`config.mk`:
```
export PLATFORM = sky130hd
export DESIGN_NAME = signal_modulator
export DESIGN_NICKNAME = d
export VERILOG_FILES = /design/src/inc/modulator_pkg.sv /design/src/inc/input_sync_if.sv /design/src/rtl/signal_modulator.sv /design/src/rtl/input_sync.sv
export SDC_FILE = /design/constraint.sdc
export NUM_CORES = 1
export LEC_CHECK = 0
export BUFFER_PORTS_ARGS = -buffer_cell sky130_fd_sc_hd__buf_4
export CORE_UTILIZATION = 45
export CTS_CLUSTER_DIAMETER = 50
export CTS_CLUSTER_SIZE = 8
export DETAILED_ROUTE_END_ITERATION = 7
export PLACE_DENSITY = 0.64
export SLEW_MARGIN = 20
export SYNTH_ARGS = -nofsm -noshare
export SYNTH_HDL_FRONTEND = slang
export SYNTH_SLANG_ARGS = --single-unit
```
`constraint.sdc`:
```
create_clock -name mclk -period 3 [get_ports mclk]
set_input_delay 0.6 -clock mclk [delete_from_list [all_inputs] [get_ports mclk]]
set_output_delay 0.6 -clock mclk [all_outputs]
set_load 0.03 [all_outputs]
```
`src/inc/modulator_pkg.sv`:
```
/*
  data signal modulator constants: offsets, fields, resets, codes.
  assumes an 8-bit register port with a 4-bit word address.
*/
package modulator_pkg;

  // register port widths
  localparam int ADDR_W = 4;
  localparam int DATA_W = 8;

  // register offsets (word index on the register port)
  localparam logic [3:0] OFS_CONTROL_A    = 4'h0;
  localparam logic [3:0] OFS_CONTROL_B    = 4'h1;
  localparam logic [3:0] OFS_HIGH_CARRIER = 4'h2;
  localparam logic [3:0] OFS_LOW_CARRIER  = 4'h3;
  localparam logic [3:0] OFS_SOURCE       = 4'h4;
  localparam logic [3:0] OFS_LOW_ROUTE    = 4'h5;
  localparam logic [3:0] OFS_HIGH_ROUTE   = 4'h6;
  localparam logic [3:0] OFS_SOURCE_ROUTE = 4'h7;
  localparam logic [3:0] OFS_PERIPH_DIS   = 4'h8;

  // control a fields
  localparam int POS_MODULATOR_ENABLE  = 7;
  localparam int POS_OUTPUT_STATUS     = 5;
  localparam int POS_OUTPUT_INVERT     = 4;
  localparam int POS_SOFTWARE_DATA_BIT = 0;

  // control b fields
  localparam int POS_HIGH_CARRIER_INVERT = 5;
  localparam int POS_HIGH_CARRIER_SYNC   = 4;
  localparam int POS_LOW_CARRIER_INVERT  = 1;
  localparam int POS_LOW_CARRIER_SYNC    = 0;

  // peripheral disable field
  localparam int POS_MODULATOR_POWER_OFF = 0;

  // field widths
  localparam int SRC_CODE_W = 4;
  localparam int CAR_CODE_W = 3;
  localparam int ROUTE_W    = 5;

  // reset values
  localparam logic [7:0] RST_CONTROL_A  = 8'h00;
  localparam logic [7:0] RST_CONTROL_B  = 8'h00;
  localparam logic [2:0] RST_CAR_CODE   = 3'h0;
  localparam logic [3:0] RST_SRC_CODE   = 4'h0;
  localparam logic [4:0] RST_ROUTE      = 5'h00;
  localparam logic       RST_POWER_OFF  = 1'b0;
  localparam logic [7:0] UNMAPPED_READ  = 8'h00;

  // modulator source codes
  localparam logic [3:0] SRC_PIN       = 4'h0;
  localparam logic [3:0] SRC_SW_BIT    = 4'h1;
  localparam logic [3:0] SRC_CAPTURE1  = 4'h2;
  localparam logic [3:0] SRC_CAPTURE2  = 4'h3;
  localparam logic [3:0] SRC_PWIDTH3   = 4'h4;
  localparam logic [3:0] SRC_PWIDTH4   = 4'h5;
  localparam logic [3:0] SRC_COMP1     = 4'h6;
  localparam logic [3:0] SRC_COMP2     = 4'h7;
  localparam logic [3:0] SRC_ASYNC_RX  = 4'h8;
  localparam logic [3:0] SRC_ASYNC_TX  = 4'h9;
  localparam logic [3:0] SRC_SYNC_DOUT = 4'hA;

  // carrier codes
  localparam logic [2:0] CAR_PIN      = 3'h0;
  localparam logic [2:0] CAR_SYSCLK   = 3'h1;
  localparam logic [2:0] CAR_FAST_OSC = 3'h2;
  localparam logic [2:0] CAR_REF_CLK  = 3'h3;
  localparam logic [2:0] CAR_CAPTURE1 = 3'h4;
  localparam logic [2:0] CAR_CAPTURE2 = 3'h5;
  localparam logic [2:0] CAR_PWIDTH3  = 3'h6;
  localparam logic [2:0] CAR_PWIDTH4  = 3'h7;

  // bit indices of the synchronised input vector
  localparam int IN_SOURCE_PIN = 0;
  localparam int IN_HIGH_PIN   = 1;
  localparam int IN_LOW_PIN    = 2;
  localparam int IN_FAST_OSC   = 3;
  localparam int IN_REF_CLK    = 4;
  localparam int IN_CAPTURE1   = 5;
  localparam int IN_CAPTURE2   = 6;
  localparam int IN_PWIDTH3    = 7;
  localparam int IN_PWIDTH4    = 8;
  localparam int IN_COMP1      = 9;
  localparam int IN_COMP2      = 10;
  localparam int IN_ASYNC_RX   = 11;
  localparam int IN_ASYNC_TX   = 12;
  localparam int IN_SYNC_DOUT  = 13;
  localparam int IN_COUNT      = 14;

  // which carrier is being passed to the output
  typedef enum logic [1:0] {
    PASS_LOW  = 2'b01,
    PASS_HIGH = 2'b10
  } carrier_state_e;

endpackage : modulator_pkg

```
`src/inc/input_sync_if.sv`:
```
/*
  raw and synchronised input vectors of the modulator.
  assumes both ends run on mclk.
*/
`timescale 1ns/1ps

interface input_sync_if #(parameter int WIDTH = 1);
  logic [WIDTH-1:0] raw;
  logic [WIDTH-1:0] synced;

  modport core (output raw, input synced);
  modport sync (input raw, output synced);
endinterface : input_sync_if

```
`src/rtl/signal_modulator.sv`:
```
/*
  data signal modulator: mixes a chosen modulator with two carriers
  and drives one modulated output pin.
  assumes async carriers and sources slower than half of mclk;
  register port on mclk.
*/
// The strobed register port and the register addresses were chosen for this implementation.
`timescale 1ns/1ps

// Contract
// A 4-bit code selects the modulator source; codes above 10 are reserved.
// Enable clear: output off, both carriers on their routed pins.
// Enable clear: the modulator is the software data bit.
// Disabling keeps the selection codes; enabling reuses them.
// A disabled output holds the pin low while mixing goes on; here the pin shows the output invert bit instead.
// With sync on, leaving a carrier waits until it is low.
// Control b holds separate sync enables for each carrier.
// Each carrier's polarity bit inverts it before mixing.
// The software bit code passes the software data bit.
// The output invert bit inverts the pin.
// Modulation goes on in sleep while its sources run.
// Any reset disables the block and clears every register.
// Power-off shuts the block down; registers return at defaults.
// A 3-bit code selects each carrier source.
// Control a has a read-only bit mirroring the output.
// A high modulator passes the high carrier, a low one the low.
// A disabled output counts as low before output inversion.
module signal_modulator
  import modulator_pkg::*;
(
  // clock and reset
  input  wire logic                mclk,
  input  wire logic                rst_n,
  // register port
  input  wire logic [ADDR_W-1:0]   reg_addr,
  input  wire logic [DATA_W-1:0]   reg_wdata,
  input  wire logic                reg_write,
  input  wire logic                reg_read,
  output logic      [DATA_W-1:0]   reg_rdata,
  // routed pins
  input  wire logic                source_pin,
  input  wire logic                high_carrier_pin,
  input  wire logic                low_carrier_pin,
  // clock sources
  input  wire logic                internal_fast_oscillator,
  input  wire logic                reference_clock_output,
  // peripheral outputs
  input  wire logic                capture_unit_one,
  input  wire logic                capture_unit_two,
  input  wire logic                pulse_width_unit_three,
  input  wire logic                pulse_width_unit_four,
  input  wire logic                comparator_one,
  input  wire logic                comparator_two,
  input  wire logic                async_serial_port_rx,
  input  wire logic                async_serial_port_tx,
  input  wire logic                sync_serial_port_dout,
  // route codes to the pin fabric
  output logic      [ROUTE_W-1:0]  source_route,
  output logic      [ROUTE_W-1:0]  high_carrier_route,
  output logic      [ROUTE_W-1:0]  low_carrier_route,
  // modulated output
  output logic                     modulated_out
);

  ////////////////////////////////////////////////////////////////////////
  // registers

  logic                  modulator_enable;
  logic                  output_invert;
  logic                  software_data_bit;
  logic                  high_carrier_invert;
  logic                  high_carrier_sync_enable;
  logic                  low_carrier_invert;
  logic                  low_carrier_sync_enable;
  logic [CAR_CODE_W-1:0] high_carrier_code;
  logic [CAR_CODE_W-1:0] low_carrier_code;
  logic [SRC_CODE_W-1:0] modulator_source_code;
  logic                  modulator_power_off;

  wire hit_control_a    = reg_addr == OFS_CONTROL_A;
  wire hit_control_b    = reg_addr == OFS_CONTROL_B;
  wire hit_high_carrier = reg_addr == OFS_HIGH_CARRIER;
  wire hit_low_carrier  = reg_addr == OFS_LOW_CARRIER;
  wire hit_source       = reg_addr == OFS_SOURCE;
  wire hit_low_route    = reg_addr == OFS_LOW_ROUTE;
  wire hit_high_route   = reg_addr == OFS_HIGH_ROUTE;
  wire hit_source_route = reg_addr == OFS_SOURCE_ROUTE;
  wire hit_periph_dis   = reg_addr == OFS_PERIPH_DIS;

  // registers held at defaults while off
  wire hold_defaults = !rst_n || modulator_power_off;
  wire write_ok      = reg_write && !modulator_power_off;

  always_ff @(posedge mclk) begin
    if (hold_defaults) begin
      modulator_enable  <= RST_CONTROL_A[POS_MODULATOR_ENABLE];
      output_invert     <= RST_CONTROL_A[POS_OUTPUT_INVERT];
      software_data_bit <= RST_CONTROL_A[POS_SOFTWARE_DATA_BIT];
    end else if (write_ok && hit_control_a) begin
      modulator_enable  <= reg_wdata[POS_MODULATOR_ENABLE];
      output_invert     <= reg_wdata[POS_OUTPUT_INVERT];
      software_data_bit <= reg_wdata[POS_SOFTWARE_DATA_BIT];
    end
  end

  always_ff @(posedge mclk) begin
    if (hold_defaults) begin
      high_carrier_invert      <= RST_CONTROL_B[POS_HIGH_CARRIER_INVERT];
      high_carrier_sync_enable <= RST_CONTROL_B[POS_HIGH_CARRIER_SYNC];
      low_carrier_invert       <= RST_CONTROL_B[POS_LOW_CARRIER_INVERT];
      low_carrier_sync_enable  <= RST_CONTROL_B[POS_LOW_CARRIER_SYNC];
    end else if (write_ok && hit_control_b) begin
      high_carrier_invert      <= reg_wdata[POS_HIGH_CARRIER_INVERT];
      high_carrier_sync_enable <= reg_wdata[POS_HIGH_CARRIER_SYNC];
      low_carrier_invert       <= reg_wdata[POS_LOW_CARRIER_INVERT];
      low_carrier_sync_enable  <= reg_wdata[POS_LOW_CARRIER_SYNC];
    end
  end

  // codes change only by writes, reset and power-off
  always_ff @(posedge mclk) begin
    if (hold_defaults) begin
      high_carrier_code     <= RST_CAR_CODE;
      low_carrier_code      <= RST_CAR_CODE;
      modulator_source_code <= RST_SRC_CODE;
    end else begin
      if (write_ok && hit_high_carrier)
        high_carrier_code <= reg_wdata[CAR_CODE_W-1:0];
      if (write_ok && hit_low_carrier)
        low_carrier_code <= reg_wdata[CAR_CODE_W-1:0];
      if (write_ok && hit_source)
        modulator_source_code <= reg_wdata[SRC_CODE_W-1:0];
    end
  end

  always_ff @(posedge mclk) begin
    if (hold_defaults) begin
      source_route       <= RST_ROUTE;
      high_carrier_route <= RST_ROUTE;
      low_carrier_route  <= RST_ROUTE;
    end else begin
      if (write_ok && hit_source_route)
        source_route <= reg_wdata[ROUTE_W-1:0];
      if (write_ok && hit_high_route)
        high_carrier_route <= reg_wdata[ROUTE_W-1:0];
      if (write_ok && hit_low_route)
        low_carrier_route <= reg_wdata[ROUTE_W-1:0];
    end
  end

  // the power-off bit itself stays writable
  always_ff @(posedge mclk) begin
    if (!rst_n)
      modulator_power_off <= RST_POWER_OFF;
    else if (reg_write && hit_periph_dis)
      modulator_power_off <= reg_wdata[POS_MODULATOR_POWER_OFF];
  end

  ////////////////////////////////////////////////////////////////////////
  // input synchronisation

  input_sync_if #(.WIDTH(IN_COUNT)) in_bus ();

  assign in_bus.raw[IN_SOURCE_PIN] = source_pin;
  assign in_bus.raw[IN_HIGH_PIN]   = high_carrier_pin;
  assign in_bus.raw[IN_LOW_PIN]    = low_carrier_pin;
  assign in_bus.raw[IN_FAST_OSC]   = internal_fast_oscillator;
  assign in_bus.raw[IN_REF_CLK]    = reference_clock_output;
  assign in_bus.raw[IN_CAPTURE1]   = capture_unit_one;
  assign in_bus.raw[IN_CAPTURE2]   = capture_unit_two;
  assign in_bus.raw[IN_PWIDTH3]    = pulse_width_unit_three;
  assign in_bus.raw[IN_PWIDTH4]    = pulse_width_unit_four;
  assign in_bus.raw[IN_COMP1]      = comparator_one;
  assign in_bus.raw[IN_COMP2]      = comparator_two;
  assign in_bus.raw[IN_ASYNC_RX]   = async_serial_port_rx;
  assign in_bus.raw[IN_ASYNC_TX]   = async_serial_port_tx;
  assign in_bus.raw[IN_SYNC_DOUT]  = sync_serial_port_dout;

  input_sync #(.WIDTH(IN_COUNT)) u_input_sync (
    .mclk    (mclk),
    .rst_n   (rst_n),
    .port_io (in_bus.sync)
  );

  wire [IN_COUNT-1:0] in_s = in_bus.synced;

  // system clock carrier as mclk/2
  logic sysclk_carrier;

  always_ff @(posedge mclk) begin
    if (!rst_n)
      sysclk_carrier <= 1'b0;
    else
      sysclk_carrier <= !sysclk_carrier;
  end

  ////////////////////////////////////////////////////////////////////////
  // source and carrier selection

  logic selected_source;

  always_comb begin
    unique case (modulator_source_code)
      SRC_PIN:       selected_source = in_s[IN_SOURCE_PIN];
      SRC_SW_BIT:    selected_source = software_data_bit;
      SRC_CAPTURE1:  selected_source = in_s[IN_CAPTURE1];
      SRC_CAPTURE2:  selected_source = in_s[IN_CAPTURE2];
      SRC_PWIDTH3:   selected_source = in_s[IN_PWIDTH3];
      SRC_PWIDTH4:   selected_source = in_s[IN_PWIDTH4];
      SRC_COMP1:     selected_source = in_s[IN_COMP1];
      SRC_COMP2:     selected_source = in_s[IN_COMP2];
      SRC_ASYNC_RX:  selected_source = in_s[IN_ASYNC_RX];
      SRC_ASYNC_TX:  selected_source = in_s[IN_ASYNC_TX];
      SRC_SYNC_DOUT: selected_source = in_s[IN_SYNC_DOUT];
      default:       selected_source = 1'b0;  // reserved codes give zero
    endcase
  end

  // disabled: software bit drives the mixer
  wire modulator_signal = modulator_enable ? selected_source
                                           : software_data_bit;

  function automatic logic pick_carrier(input logic [CAR_CODE_W-1:0] code,
                                        input logic                  pin);
    logic val;
    val = 1'b0;
    unique case (code)
      CAR_PIN:      val = pin;
      CAR_SYSCLK:   val = sysclk_carrier;
      CAR_FAST_OSC: val = in_s[IN_FAST_OSC];
      CAR_REF_CLK:  val = in_s[IN_REF_CLK];
      CAR_CAPTURE1: val = in_s[IN_CAPTURE1];
      CAR_CAPTURE2: val = in_s[IN_CAPTURE2];
      CAR_PWIDTH3:  val = in_s[IN_PWIDTH3];
      CAR_PWIDTH4:  val = in_s[IN_PWIDTH4];
    endcase
    return val;
  endfunction : pick_carrier

  // disabled: carriers fall back to pins
  wire [CAR_CODE_W-1:0] eff_high_code = modulator_enable ? high_carrier_code
                                                         : CAR_PIN;
  wire [CAR_CODE_W-1:0] eff_low_code  = modulator_enable ? low_carrier_code
                                                         : CAR_PIN;

  wire high_raw  = pick_carrier(eff_high_code, in_s[IN_HIGH_PIN]);
  wire low_raw   = pick_carrier(eff_low_code, in_s[IN_LOW_PIN]);
  wire high_cond = high_raw ^ high_carrier_invert;
  wire low_cond  = low_raw ^ low_carrier_invert;

  ////////////////////////////////////////////////////////////////////////
  // carrier switching with optional synchronisation

  carrier_state_e pass_state;
  carrier_state_e next_pass_state;

  // leaving a synced carrier waits until its pulse is low
  wire leave_high_ok = !high_carrier_sync_enable || !high_cond;
  wire leave_low_ok  = !low_carrier_sync_enable || !low_cond;

  always_comb begin
    next_pass_state = pass_state;
    unique case (pass_state)
      PASS_HIGH: if (!modulator_signal && leave_high_ok) begin
        next_pass_state = PASS_LOW;
      end
      PASS_LOW: if (modulator_signal && leave_low_ok) begin
        next_pass_state = PASS_HIGH;
      end
      default: next_pass_state = PASS_LOW;
    endcase
  end

  always_ff @(posedge mclk) begin
    if (hold_defaults)
      pass_state <= PASS_LOW;
    else
      pass_state <= next_pass_state;
  end

  // mixing runs even when disabled
  wire mixed = (next_pass_state == PASS_HIGH) ? high_cond : low_cond;

  // disabled counts low, then polarity
  wire gated     = modulator_enable && mixed;
  wire pin_value = (gated ^ output_invert)
                   && !modulator_power_off;

  // runs on mclk alone; sleep needs nothing
  always_ff @(posedge mclk) begin
    if (!rst_n)
      modulated_out <= 1'b0;
    else
      modulated_out <= pin_value;
  end

  ////////////////////////////////////////////////////////////////////////
  // read path

  wire [DATA_W-1:0] control_a_view = {modulator_enable, 1'b0, modulated_out,
                                      output_invert, 3'h0,
                                      software_data_bit};
  wire [DATA_W-1:0] control_b_view = {2'h0, high_carrier_invert,
                                      high_carrier_sync_enable, 2'h0,
                                      low_carrier_invert,
                                      low_carrier_sync_enable};

  logic [DATA_W-1:0] read_mux;

  always_comb begin
    read_mux = UNMAPPED_READ;
    if (hit_control_a)    read_mux = control_a_view;
    if (hit_control_b)    read_mux = control_b_view;
    if (hit_high_carrier) read_mux = {5'h00, high_carrier_code};
    if (hit_low_carrier)  read_mux = {5'h00, low_carrier_code};
    if (hit_source)       read_mux = {4'h0, modulator_source_code};
    if (hit_low_route)    read_mux = {3'h0, low_carrier_route};
    if (hit_high_route)   read_mux = {3'h0, high_carrier_route};
    if (hit_source_route) read_mux = {3'h0, source_route};
    if (hit_periph_dis)   read_mux = {7'h00, modulator_power_off};
  end

  always_ff @(posedge mclk) begin
    if (!rst_n)
      reg_rdata <= UNMAPPED_READ;
    else if (reg_read)
      reg_rdata <= read_mux;
    else
      reg_rdata <= UNMAPPED_READ;
  end

endmodule : signal_modulator

```
`src/rtl/input_sync.sv`:
```
/*
  two-flop synchroniser for async inputs.
  assumes independent bits; no bus coherence.
*/
`timescale 1ns/1ps

module input_sync #(parameter int WIDTH = 1) (
  // clock and reset
  input wire logic   mclk,
  input wire logic   rst_n,
  // vectors
  input_sync_if.sync port_io
);

  logic [WIDTH-1:0] stage_one;
  logic [WIDTH-1:0] stage_two;

  always_ff @(posedge mclk) begin
    if (!rst_n) begin
      stage_one <= '0;
      stage_two <= '0;
    end else begin
      stage_one <= port_io.raw;
      stage_two <= stage_one;
    end
  end

  assign port_io.synced = stage_two;

endmodule : input_sync

```
==> results.md <==
- PD cells: 519 nW/um2
- Detailed Route WL: 6230 um
- Crit path arrival time: 2840 ps
- Most used routing layer: met2
- Dpl ws: 449 ps
- Ranking of synthesized cells by area: dfxtp_1 (48%), mux2i_1 (11%), and2_1 (5.8%)
- Worst Setup Path Type: reg2reg
- Hold Vio Cnt, Final: 0
- # clock sinks: 72
- Fin crit period: 2580 ps
- Cells after Synth: 307
- Yosys reg bits: 72
- Share of cells above drive strength 1: 21.8%
- Slowest CP cell: mux4_1
- Setup TNS: 0 ps
- Worst Setup End Kind: flip-flop
- Met3 usage: 3.76%
- Post-layout util: 56.4%
- Dpl cells: 418
- Post-DR vias/cell: 5.31
- Final non-filler cell total: 434
- Antenna violations before repair: 0
- Vias in the first global route: 2136
- Io pins: 54
- CTS Buffer Depth: 2
- Post-detail-place hpwl: 4530 um
- Status: complete, but fails checks
- Critical Path Source Type: flip-flop
- Most frequent CP cell: a21oi_2
- Failing checks: DRC
- DR iter-0 viols: 136
- Final Worst Setup Slack: 419 ps
- Dpl cell area: 3440 um2
- Port Buf Inserts: 51
- RR Startpoint: modulator_source_code[0]$_SDFFE_PP0P_
- Global-route usage over all layers: 19.1%
- Synth area leader: dfxtp_1
- RSZ-0062 raised after global routing: false
- Post-synthesis sequential area ratio: 47.6%
- Number of unique standard cell types used by synthesis: 47
- CTS Buf Count: 9
- Number of fill cells: 568
- Max Cap Violations: 0
- WP data required: 3260 ps
- Slowest cell delay on critical path: 570 ps
- Number of remaining DRC errors: 10
- Die width: 84.0 um
- R2R setup slack: 420 ps
- Grt total ovfl: 0
- Setup bufs post-CTS: 0
- Buf/Inv on CP: 0
- Post-cts resize count: 0
- Footprint of the multi-input gates: 1480 um2
- Site Rows: 29
- Hold-fix buffers, CTS: 0
- Start point of the critical path: modulator_source_code[0]$_SDFFE_PP0P_
- Leakage: 1.57 nW
- Fraction of registers with async set/reset: 0%
- Tcrit/Tclk final: 86.0%
- Core footprint: 6420 um2
- First-pass GRT wire length: 10400 um
- Final GP Congestion: 0.821
- Fmax achieved: 387 MHz
- Antenna Nets Post-Route: 0
- Die Span Y: 84.0 um
- Worst Min Path Start: u_input_sync.stage_one[0]$_SDFF_PN0_
- Fin area: 3620 um2
- First-pass DRT Iterations: 6
- Final setup violation count: 0
- Clk_skew: 12.2 ps
- Rel. slew slack: 55.0%
- HP Class: reg2reg
- Initial Util: 47.1%
- Mean Syn Cell Area: 9.85 um2
- Total Nets Final: 384
- YS warnings: 0
- CTS Root Cell: clkbuf_8
- Max VDD drop: 0.000283 V
- Number of diodes: 0
- Worst path top cell family by delay: compound AO/OA/AOI/OAI gates
- Yosys top cell area share: 47.6%
- Largest net degree at the start of global routing: 34
- GR Layer Usage met2: 29.9%
- CTS clock-pin slew for the worst setup and hold paths: 70 ps
- Fin. max-slew vios: 0
- Syn nets: 339
- Top_reg_cell synth: dfxtp_1
- DR WL/cell: 14.4 um
- Cell area after synthesis: 3030 um2
- Area growth from synthesis to layout: 19.8%
- Tightest Pin Transition: 675 ps
- CTS tree: built
- Worst-Skew Late Latency: 340 ps
- CP max FO: 6
- Crit path cell chain: mux4_1 -> nor2b_1 -> a21oi_2 -> a211oi_2 -> a2111oi_2 -> a311oi_1 -> a211o_1 -> a21o_1 -> a21oi_2
- Met1 global-route usage: 25.2%
- Detailed-route via count: 2306
- Reg area: 1440 um2
- Power Total: 1.88 mW
- H-tree levels: 3
- Final hold slack: 433 ps
- Number of synthesized flops with an enable pin: 0
- Die footprint: 7060 um2
[worst paths after layout]
| kind | depth (start not counted) | to |
|---|---|---|
| worst min-delay path | 1 | u_input_sync.port_io.synced[0]$_SDFF_PN0_ |
| worst min register to register | 1 | u_input_sync.port_io.synced[0]$_SDFF_PN0_ |
| worst max register to register | 9 | modulated_out$_SDFF_PN0_ |
| worst max-delay path | 9 | modulated_out$_SDFF_PN0_ |
[cells by family (layout without fill, tap and decap cells)]
| kind of cell | count (synthesis) | after routing | share of synthesized area (%) |
|---|---|---|---|
| xor+xnor | 2 | 2 | 0.579 |
| compound gates | 37 | 37 | 8.60 |
| simple gates | 123 | 123 | 21.1 |
| buf+inv | 27 | 77 | 3.52 |
| fa+ha+maj | 2 | 2 | 0.827 |
| other cells | 1 | 1 | 0.124 |
| mux | 43 | 43 | 17.6 |
| flops | 72 | 72 | 47.6 |
[final cells by class]
cell class | count | area share, %
multi-input cells | 208 | 40.8
clock buffers | 12 | 3.73
flip-flops and latches | 72 | 39.8
inverters | 8 | 0.829
repair buffers | 53 | 11.0
well taps | 77 | 2.66
clock inverters | 4 | 1.24
[report_power, final]
part,total [mW],switching [mW],internal [mW]
combinational,0.162,0.0869,0.0749
sequential,1.00,0.0172,0.984
clock,0.718,0.337,0.381
total,1.88,0.441,1.44
[cells in the mapped netlist, drive strengths merged (2+ instances only)]
cell     n
dfxtp   72
mux2i   34
nor2    33
and2    28
nand2   18
a21oi   15
clkbuf  15
nand3   13
inv      8
mux4     7
nor2b    7
a211oi   5
nand3b   5
nor3     5
o21ai    5
buf      4
a211o    3
nor3b    3
or3      3
ha       2
mux2     2
nand2b   2
o311ai   2
[cell usage in the layout, fill, tap and decap left out, types with 2 or more instances in the layout]
cell,instances
nand3b_1,5
or3_1,2
nand3_1,13
nor3_1,5
and2_1,28
mux4_2,4
mux2i_1,34
nand2_1,18
mux2_2,2
nor2b_1,7
a21oi_2,2
ha_1,2
a211o_1,2
mux4_1,3
clkbuf_1,3
clkbuf_8,9
nor2_1,33
clkinv_2,3
a21oi_1,13
inv_1,8
nand2b_1,2
dfxtp_1,72
o21ai_0,5
nor3b_1,3
buf_4,53
a211oi_1,4
[worst reg2reg max path, cell delays in order, from the launching register on]
cell and delay, ps:
dfxtp_1 450, mux4_1 570, nor2b_1 150, a21oi_2 120
a211oi_2 80, a2111oi_2 400, a311oi_1 120, a211o_1 330
a21o_1 170, a21oi_2 120
[sequential cells by signal, indices dropped and copies added (netlist names), 2 cells and up]
signal and flops:
modulator_source_code 4, low_carrier_code 3, high_carrier_route 5, source_route 5, pass_state 2, u_input_sync.port_io.synced 14
low_carrier_route 5, reg_rdata 7, high_carrier_code 3, u_input_sync.stage_one 14
[metal layers]
layer  wire, um  vias to the layer above
li1           -                     1154
met1       2960                     1082
met2       2890                       60
met3        270                       10
met4        116                        0
met5          0                        -
Power figures use the tool's default switching activity.
